===== config.mk =====
export PLATFORM = sky130hd
export DESIGN_NAME = sqm_monitor
export DESIGN_NICKNAME = d
export VERILOG_FILES = /design/src/sqm_pkg.sv /design/src/sqm_slicer.sv /design/src/sqm_monitor.sv
export SDC_FILE = /design/constraint.sdc
export NUM_CORES = 1
export LEC_CHECK = 0
export BUFFER_PORTS_ARGS = -buffer_cell sky130_fd_sc_hd__buf_2
export CORE_MARGIN = 3
export CORE_UTILIZATION = 52
export DETAILED_ROUTE_END_ITERATION = 16
export PLACE_DENSITY_LB_ADDON = 0.08
export RECOVER_POWER = 50
export SYNTH_ARGS = -nofsm -noshare
export SYNTH_HDL_FRONTEND = slang
export SYNTH_SLANG_ARGS = --single-unit

===== constraint.sdc =====
create_clock -name core_clk -period 10.35 [get_ports core_clk]
set_input_delay 0.5175 -clock core_clk [delete_from_list [all_inputs] [get_ports core_clk]]
set_output_delay 0.5175 -clock core_clk [all_outputs]
set_load 0.05 [all_outputs]

===== src/sqm_pkg.sv =====
/*
 * Shared constants, field layouts and carriers for the slicer error
 * quality monitor: slicer levels, register map, timing, scaling function.
 * Assumes a single core clock and one received symbol per valid strobe.
 */
// Functional notes
// - ideal levels -128,0,128 at 100M; -128,-64,0,64,128 at gigabit.
// - decision thresholds -64,64 at 100M; -96,-32,32,96 at gigabit.
// - slicer error clamped to +-32 gigabit, +-64 at 100M.
// - filters run only while the quality enable bit is set.
// - basic method filters the absolute value of the slicer error.
// - filter adds back (error - filter); gigabit error doubled first.
// - square-select squares the scaled error instead of absolute value.
// - add-back term divided by two to the filter_shift power.
// - filtered value latched every 1 ms, i.e. every 125000 symbols.
// - capture_strobe self-clears; latched mean of chosen pair readable.
// - mse = filtered >> mse_scale_shift, saturating at 511.
// - after capture the scaled result sits in the mse result register.
// - worst mse since last mse read held separately; read restarts it.
// - all registers live in management device address 1.
package sqm_pkg;
    localparam int PAIRS = 4;
    localparam int FRAC_W = 8;
    localparam int COND_W = 13;
    localparam int FILT_W = COND_W + FRAC_W;

    // slicer reference levels, thresholds and error bounds, 10-bit signed; mse limit 9-bit unsigned
    localparam logic signed [9:0] LVL_OUT = 10'sh080;
    localparam logic signed [9:0] LVL_IN = 10'sh040;
    localparam logic signed [9:0] THR_FAST = 10'sh040;
    localparam logic signed [9:0] THR_GIG_OUT = 10'sh060;
    localparam logic signed [9:0] THR_GIG_IN = 10'sh020;
    localparam logic signed [9:0] ERR_GIG_MAX = 10'sh020;
    localparam logic signed [9:0] ERR_FAST_MAX = 10'sh040;
    localparam logic [8:0] MSE_MAX = 9'h1FF;

    // management space
    localparam logic [4:0] MMD_DEV = 5'h01;
    localparam logic [15:0] REG_CFG = 16'h00E0;
    localparam logic [15:0] REG_MEAN = 16'h00E1;
    localparam logic [15:0] REG_MSE = 16'h00E2;
    localparam logic [15:0] REG_WORST = 16'h00E3;
    localparam logic [15:0] CFG_RESET = 16'h0000;

    // timing: one symbol per 8 ns at the line rate
    localparam int SYM_PERIOD_NS = 8;
    localparam int MS_PERIOD_NS = 1000000;
    localparam int MS_SYMBOLS = MS_PERIOD_NS / SYM_PERIOD_NS;

    typedef struct packed {
        logic capture_strobe;
        logic [2:0] rsvd;
        logic [1:0] pair_select;
        logic [3:0] mse_scale_shift;
        logic [3:0] filter_shift;
        logic squ;
        logic en;
    } sqm_cfg_t;

    typedef struct packed {
        logic valid;
        logic gig;
        logic [PAIRS-1:0][8:0] sample;
    } sqm_sym_t;

    typedef struct packed {
        logic wr;
        logic rd;
        logic [4:0] dev;
        logic [15:0] addr;
        logic [15:0] wdata;
    } sqm_bus_t;

    // scale a filtered value into the bounded mse figure
    function automatic logic [8:0] sqm_scale(input logic [COND_W-1:0] v,
                                             input logic [3:0] sh);
        logic [COND_W-1:0] q;
        q = v >> sh;
        if (q > {4'h0, MSE_MAX}) begin
            return MSE_MAX;
        end
        return q[8:0];
    endfunction : sqm_scale
endpackage : sqm_pkg


===== src/sqm_slicer.sv =====
/*
 * Per-pair slicer: decides the symbol, forms the bounded error and
 * conditions it (absolute, doubled at gigabit, optionally squared).
 * Assumes samples come from logic on core_clk; output is one cycle late.
 */
module sqm_slicer
    import sqm_pkg::*;
(
    input wire logic core_clk,
    input wire logic reset_n,
    input wire logic sample_valid,
    input wire logic gig,
    input wire logic square_sel,
    input wire logic [8:0] sample,
    output logic [COND_W-1:0] cond,
    output logic cond_valid
);
    logic signed [9:0] s;
    logic signed [9:0] lvl;
    logic signed [9:0] err;
    logic signed [9:0] bound;
    logic [6:0] mag;
    logic [6:0] scaled;
    logic [COND_W-1:0] next_cond;

    // decision and error; thresholds sit midway between levels
    always_comb begin
        s = {sample[8], sample};
        if (gig) begin
            if (s > THR_GIG_OUT) lvl = LVL_OUT;
            else if (s > THR_GIG_IN) lvl = LVL_IN;
            else if (s >= -THR_GIG_IN) lvl = 10'sh000;
            else if (s >= -THR_GIG_OUT) lvl = -LVL_IN;
            else lvl = -LVL_OUT;
        end else begin
            if (s > THR_FAST) lvl = LVL_OUT;
            else if (s >= -THR_FAST) lvl = 10'sh000;
            else lvl = -LVL_OUT;
        end
        bound = gig ? ERR_GIG_MAX : ERR_FAST_MAX;
        err = s - lvl;
        // clamp: outer levels have an open side
        if (err > bound) err = bound;
        else if (err < -bound) err = -bound;
        mag = err[9] ? 7'(-err) : err[6:0];
        scaled = gig ? {mag[5:0], 1'b0} : mag;
        if (square_sel) next_cond = COND_W'({6'h00, scaled} * {6'h00, scaled});
        else next_cond = {6'h00, scaled};
    end

    // register the conditioned error
    always_ff @(posedge core_clk or negedge reset_n) begin
        if (!reset_n) begin
            cond <= '0;
            cond_valid <= 1'b0;
        end else begin
            cond <= next_cond;
            cond_valid <= sample_valid;
        end
    end
endmodule : sqm_slicer


===== src/sqm_monitor.sv =====
/*
 * Slicer error quality monitor: four per-pair low-pass filters, a 1 ms
 * latch, capture into mean and mse result registers, worst-case tracking.
 * Assumes symbols and register strobes arrive from logic on core_clk.
 */
module sqm_monitor
    import sqm_pkg::*;
#(
    parameter int MS_COUNT = MS_SYMBOLS
)
(
    input wire logic core_clk,
    input wire logic reset_n,
    input wire sqm_sym_t sym,
    input wire sqm_bus_t bus,
    output logic [15:0] rd_data
);
    logic [PAIRS-1:0][COND_W-1:0] cond;
    logic [PAIRS-1:0] cond_valid;
    sqm_cfg_t cfg;
    sqm_cfg_t next_cfg;
    sqm_cfg_t wcfg;
    logic [PAIRS-1:0][FILT_W-1:0] filt;
    logic [PAIRS-1:0][FILT_W-1:0] next_filt;
    logic signed [FILT_W+1:0] diff [PAIRS];
    logic signed [FILT_W+1:0] step [PAIRS];
    logic signed [FILT_W+1:0] sum [PAIRS];
    logic [PAIRS-1:0][COND_W-1:0] latched;
    logic [PAIRS-1:0][COND_W-1:0] next_latched;
    logic [16:0] sym_cnt;
    logic [16:0] next_sym_cnt;
    logic ms_tick;
    logic [COND_W-1:0] mean_reg;
    logic [COND_W-1:0] next_mean;
    logic [8:0] mse_reg;
    logic [8:0] next_mse;
    logic [8:0] worst_reg;
    logic [8:0] next_worst;
    logic [8:0] cap_mse;
    logic [15:0] next_rd_data;
    logic dev_hit;
    logic wr_cfg;
    logic capture;
    logic rd_mse;

    // one slicer per pair, each with its own conditioned stream
    for (genvar p = 0; p < PAIRS; p++) begin : g_pair
        sqm_slicer u_slicer (
            .core_clk(core_clk),
            .reset_n(reset_n),
            .sample_valid(sym.valid),
            .gig(sym.gig),
            .square_sel(cfg.squ),
            .sample(sym.sample[p]),
            .cond(cond[p]),
            .cond_valid(cond_valid[p])
        );
    end

    // register hit on device 1 only; shared by write, capture and read decode
    function automatic logic reg_hit(input sqm_bus_t b, input logic [15:0] a);
        return (b.dev == MMD_DEV) && (b.addr == a);
    endfunction : reg_hit

    // decode: only device address 1 answers, others are ignored
    assign dev_hit = (bus.dev == MMD_DEV);
    assign wcfg = sqm_cfg_t'(bus.wdata);
    assign wr_cfg = bus.wr && reg_hit(bus, REG_CFG);
    assign capture = wr_cfg && wcfg.capture_strobe;
    assign rd_mse = bus.rd && reg_hit(bus, REG_MSE);

    // configuration: the capture bit is never stored, so it reads back 0
    always_comb begin
        next_cfg = cfg;
        if (wr_cfg) begin
            next_cfg = wcfg;
            next_cfg.capture_strobe = 1'b0;
            next_cfg.rsvd = 3'h0;
        end
    end

    always_ff @(posedge core_clk or negedge reset_n) begin
        if (!reset_n) begin
            cfg <= sqm_cfg_t'(CFG_RESET);
        end else begin
            cfg <= next_cfg;
        end
    end

    // first-order low-pass per pair; fraction bits keep small steps alive
    always_comb begin
        for (int p = 0; p < PAIRS; p++) begin
            diff[p] = $signed({2'b00, cond[p], {FRAC_W{1'b0}}})
                    - $signed({2'b00, filt[p]});
            step[p] = diff[p] >>> cfg.filter_shift;
            sum[p] = $signed({2'b00, filt[p]}) + step[p];
            next_filt[p] = filt[p];
            if (cfg.en && cond_valid[p]) begin
                next_filt[p] = sum[p][FILT_W-1:0];
            end
        end
    end

    always_ff @(posedge core_clk or negedge reset_n) begin
        if (!reset_n) begin
            filt <= '0;
        end else begin
            filt <= next_filt;
        end
    end

    // millisecond symbol counter; stands still while disabled
    assign ms_tick = cfg.en && cond_valid[0] && (sym_cnt == 17'(MS_COUNT - 1));

    always_comb begin
        next_sym_cnt = sym_cnt;
        next_latched = latched;
        if (cfg.en && cond_valid[0]) begin
            next_sym_cnt = ms_tick ? 17'h00000 : sym_cnt + 17'h00001;
        end
        if (ms_tick) begin
            for (int p = 0; p < PAIRS; p++) begin
                next_latched[p] = filt[p][FILT_W-1:FRAC_W];
            end
        end
    end

    always_ff @(posedge core_clk or negedge reset_n) begin
        if (!reset_n) begin
            sym_cnt <= '0;
            latched <= '0;
        end else begin
            sym_cnt <= next_sym_cnt;
            latched <= next_latched;
        end
    end

    // capture uses the scale written in the same cycle
    assign cap_mse = sqm_scale(latched[wcfg.pair_select], wcfg.mse_scale_shift);

    // results; a capture in the read cycle still counts for worst case
    always_comb begin
        next_mean = mean_reg;
        next_mse = mse_reg;
        next_worst = worst_reg;
        if (rd_mse) begin
            next_worst = 9'h000;
        end
        if (capture) begin
            next_mean = latched[wcfg.pair_select];
            next_mse = cap_mse;
            if (cap_mse > next_worst) begin
                next_worst = cap_mse;
            end
        end
    end

    always_ff @(posedge core_clk or negedge reset_n) begin
        if (!reset_n) begin
            mean_reg <= '0;
            mse_reg <= '0;
            worst_reg <= '0;
        end else begin
            mean_reg <= next_mean;
            mse_reg <= next_mse;
            worst_reg <= next_worst;
        end
    end

    // read data stand one cycle only; unmapped or foreign reads give 0
    always_comb begin
        next_rd_data = 16'h0000;
        if (bus.rd && dev_hit) begin
            if (bus.addr == REG_CFG) begin
                next_rd_data = 16'(cfg);
            end else if (bus.addr == REG_MEAN) begin
                next_rd_data = {3'h0, mean_reg};
            end else if (bus.addr == REG_MSE) begin
                next_rd_data = {7'h00, mse_reg};
            end else if (bus.addr == REG_WORST) begin
                next_rd_data = {7'h00, worst_reg};
            end
        end
    end

    always_ff @(posedge core_clk or negedge reset_n) begin
        if (!reset_n) begin
            rd_data <= 16'h0000;
        end else begin
            rd_data <= next_rd_data;
        end
    end
endmodule : sqm_monitor


==> flow_metrics.env <==
export IMPL_cts_setup_buffers=0
export IMPL_crit_type="input pin to flop"
export IMPL_cts_root_buf="clkbuf_16"
export IMPL_setup_violations=0
export IMPL_fmax_mhz=112
export IMPL_crit_family="adder cells"
export IMPL_rows=84
export IMPL_synth_seq_cells=262
export IMPL_syn_inst=3364
export IMPL_fillerInstances=4876
export IMPL_ys_flop_type="dfrtp_1"
export IMPL_p_int_w=0.00275
export IMPL_yosysSeqAreaShare=0.233
export IMPL_ir_worst_vdd_v=0.000125
export IMPL_die_w_um=239
export IMPL_syn_area_per_cell_um2=8.36
export IMPL_largest_register_ffs=84
export IMPL_clk_latency_ps=570
export IMPL_p_switching_w=0.00199
export IMPL_place_inst=4025
export IMPL_drv_slew=373
export IMPL_fin_skew_ps=10.2
export IMPL_outcome="complete, but fails checks"
export IMPL_yosysTopAreaCell="dfrtp_1"
export IMPL_cp_arrival_ps=9400
export IMPL_drtIter0Drc=1975
export IMPL_p_clk_frac=0.235
export IMPL_clockBufferDepth=3
export IMPL_synthDistinctLibCells=87
export IMPL_slew_headroom=-3.44
export IMPL_pin_count=95
export IMPL_reg_top3="filt: 84 flops, g_pair.u_slicer.cond: 52 flops, latched: 52 flops"
export IMPL_fin_tns_setup_ps=0
export IMPL_start_util=0.530
export IMPL_layoutNonFillerInstCount=4083
export IMPL_cpMaxStageDelayCell="or4_1"
export IMPL_finalHoldViolations=0
export IMPL_die_area_mm2=0.0569
export IMPL_hold_slack_ps=60.5
export IMPL_ctsHoldBuffers=0
export IMPL_vias_per_cell=6.12
export IMPL_synth_area_mm2=0.0281
export IMPL_p_leak_nw=14.1
export IMPL_slowest_delay_ps=680
export IMPL_synth_area_top_cells="dfrtp_1 23%, ha_1 12%, mux2i_1 5.0%, nand2_1 4.6%, mux2_2 4.1%"
export IMPL_tightest_slew_ps=6660
export IMPL_reg2reg_slack_ps=3630
export IMPL_cts_tree="done"
export IMPL_p_total_w=0.00474
export IMPL_fin_crit_sh=0.864
export IMPL_hpwl_um=58800
export IMPL_htree_levels=1
export IMPL_vias=25000
export IMPL_grt_max_degree=127
export IMPL_overflow=0
export IMPL_critPathBufInv=5
export IMPL_routed_wirelength_um=76800
export IMPL_rsz0062_at_grt="false"
export IMPL_worstPathRequired_ps=10800
export IMPL_synth_common_cells="347 x nand2_1, 296 x nor2_1, 266 x ha_1"
export IMPL_top_register="filt"
export IMPL_nets=3770
export IMPL_violations="capacitance limit, slew limit"
export IMPL_yosysMostFrequentCell="nand2_1"
export IMPL_synth_edff_count=0
export IMPL_grt_first_pass_wirelength_um=125000
export IMPL_track_usage=0.265
export IMPL_end_kind="flop"
export IMPL_holdCritPathClass="input pin to flop"
export IMPL_cts_made_buffers=30
export IMPL_power_density_mw_per_mm2=157
export IMPL_switching_share=0.421
export IMPL_yosys_warnings=0
export IMPL_drtAntennaViolNets=0
export IMPL_cts_resized=0
export IMPL_drive_gt1_frac=0.102
export IMPL_drc=0
export IMPL_period_minus_slack_ps=8940
export IMPL_synth_top_area_frac=0.233
export IMPL_async_flop_share=1.00
export IMPL_post_drt_wl_per_cell_um=18.8
export IMPL_syn_to_final_growth_pct=7.12
export IMPL_port_buffers=88
export IMPL_fp_coreArea_mm2=0.0531
export IMPL_start_kind="input pin"
export IMPL_p_seq_frac=0.232
export IMPL_maxCapViolCount=5
export IMPL_firstDrtPassIters=6
export IMPL_combPwrFrac=0.534
export IMPL_worstPathMaxFanout=9
export IMPL_grt_pass1_vias=24100
export IMPL_cts_sinks=262
export IMPL_grt_antenna_before_repair=5
export IMPL_gp_congestion=0.910
export IMPL_die_h_um=239
export IMPL_clk_pin_slew_ps=60
-- power groups by stage --
stage	Combinational [W]	Sequential, W	Clock (W)
detailed placement	0.00248	0.00112	0
floorplan	0.00194	0.00110	0
global placement	0.00243	0.00112	0
finish	0.00253	0.00110	0.00111
global route	0.00282	0.00110	0.00118
CTS	0.00250	0.00110	0.00114
-- cell usage in the layout, fill, tap and decap left out, drive strengths merged, types with 25 or more instances in the layout --
master and instances:
nand2 347, nor2 296, ha 266, dfrtp 262, inv 245, o21ai 231, a21oi 209, mux2i 141
xnor2 122, mux2 103, buf 99, xor2 96, a211oi 68, a21o 65, nor3 62, clkbuf 57
fa 56, nand3 49, a31oi 41, o211ai 40, nand2b 36, nor2b 30, or2 27, mux4 27
o21a 25
-- kinds of logic after synthesis --
group,after synthesis,synth area share
and+or+nand+nor,994,0.163
AOI/OAI and AO/OA,905,0.211
buffers and inverters,389,0.0524
adders and majority gates,322,0.158
muxes,271,0.113
DFF,262,0.233
xor gates and xnor gates,220,0.0695
other,1,0.000133
-- worst register-to-register path: stages, from the launching register on --
cell      delay [ps]
dfrtp_2          340
buf_4            420
clkinv_2         690
buf_4            570
nor2_1           930
nand2_1          110
o221ai_1         200
a21oi_1          160
nand2_1          110
o21ai_0          100
ha_1             260
fa_1             440
a211oi_1         290
o211ai_1         210
a41oi_1          430
o21ai_0          240
a31oi_1          320
o21ai_0          200
and4_1           240
nor3_1           210
xnor2_1          150
-- area by class of cell --
class,count,area (um^2),share of cell area
multi-input combinational,2715,20100,0.667
antenna,2,5.00,0.000166
clock buffer,40,860,0.0285
tap,688,861,0.0286
clock inverter,16,193,0.00639
sequential,262,6560,0.218
inverter,244,917,0.0304
timing repair buffer,116,624,0.0207
-- path summary, 6_finish.rpt --
| kind | from | to | depth (start not counted) |
|---|---|---|---|
| max in group asynchronous | reset_n | cfg[2]$_DFFE_PN0P_ | 1 |
| min in group asynchronous | reset_n | filt[5]$_DFFE_PN0P_ | 1 |
| max reg2reg | cfg[2]$_DFFE_PN0P_ | filt[62]$_DFFE_PN0P_ | 20 |
| min | sym[37] | g_pair[3].u_slicer.cond_valid$_DFF_PN0_ | 1 |
| min reg2reg | mse_reg[2]$_DFFE_PN0P_ | mse_reg[2]$_DFFE_PN0P_ | 2 |
| max | sym[18] | g_pair[2].u_slicer.cond[12]$_DFF_PN0_ | 36 |
-- layer usage --
metal / vias to the layer above / track usage / share of wire
met3: 124 / 0.0217 / 0.047
met2: 647 / 0.448 / 0.47
met5: - / 0 / 0.00027
met1: 12100 / 0.366 / 0.46
met4: 4 / 0.0748 / 0.028
li1: 12100 / - / -
-- per-stage QoR --
step	setup slack, ps	util	area (um^2)
after floorplan	1950	-	28100
after global placement	1140	0.549	29100
after detailed placement	933	0.549	29100
after CTS	1520	0.569	30200
after global routing	942	0.568	30100
final	1410	0.568	30100
No activity file was read; power rests on OpenSTA's default activity.
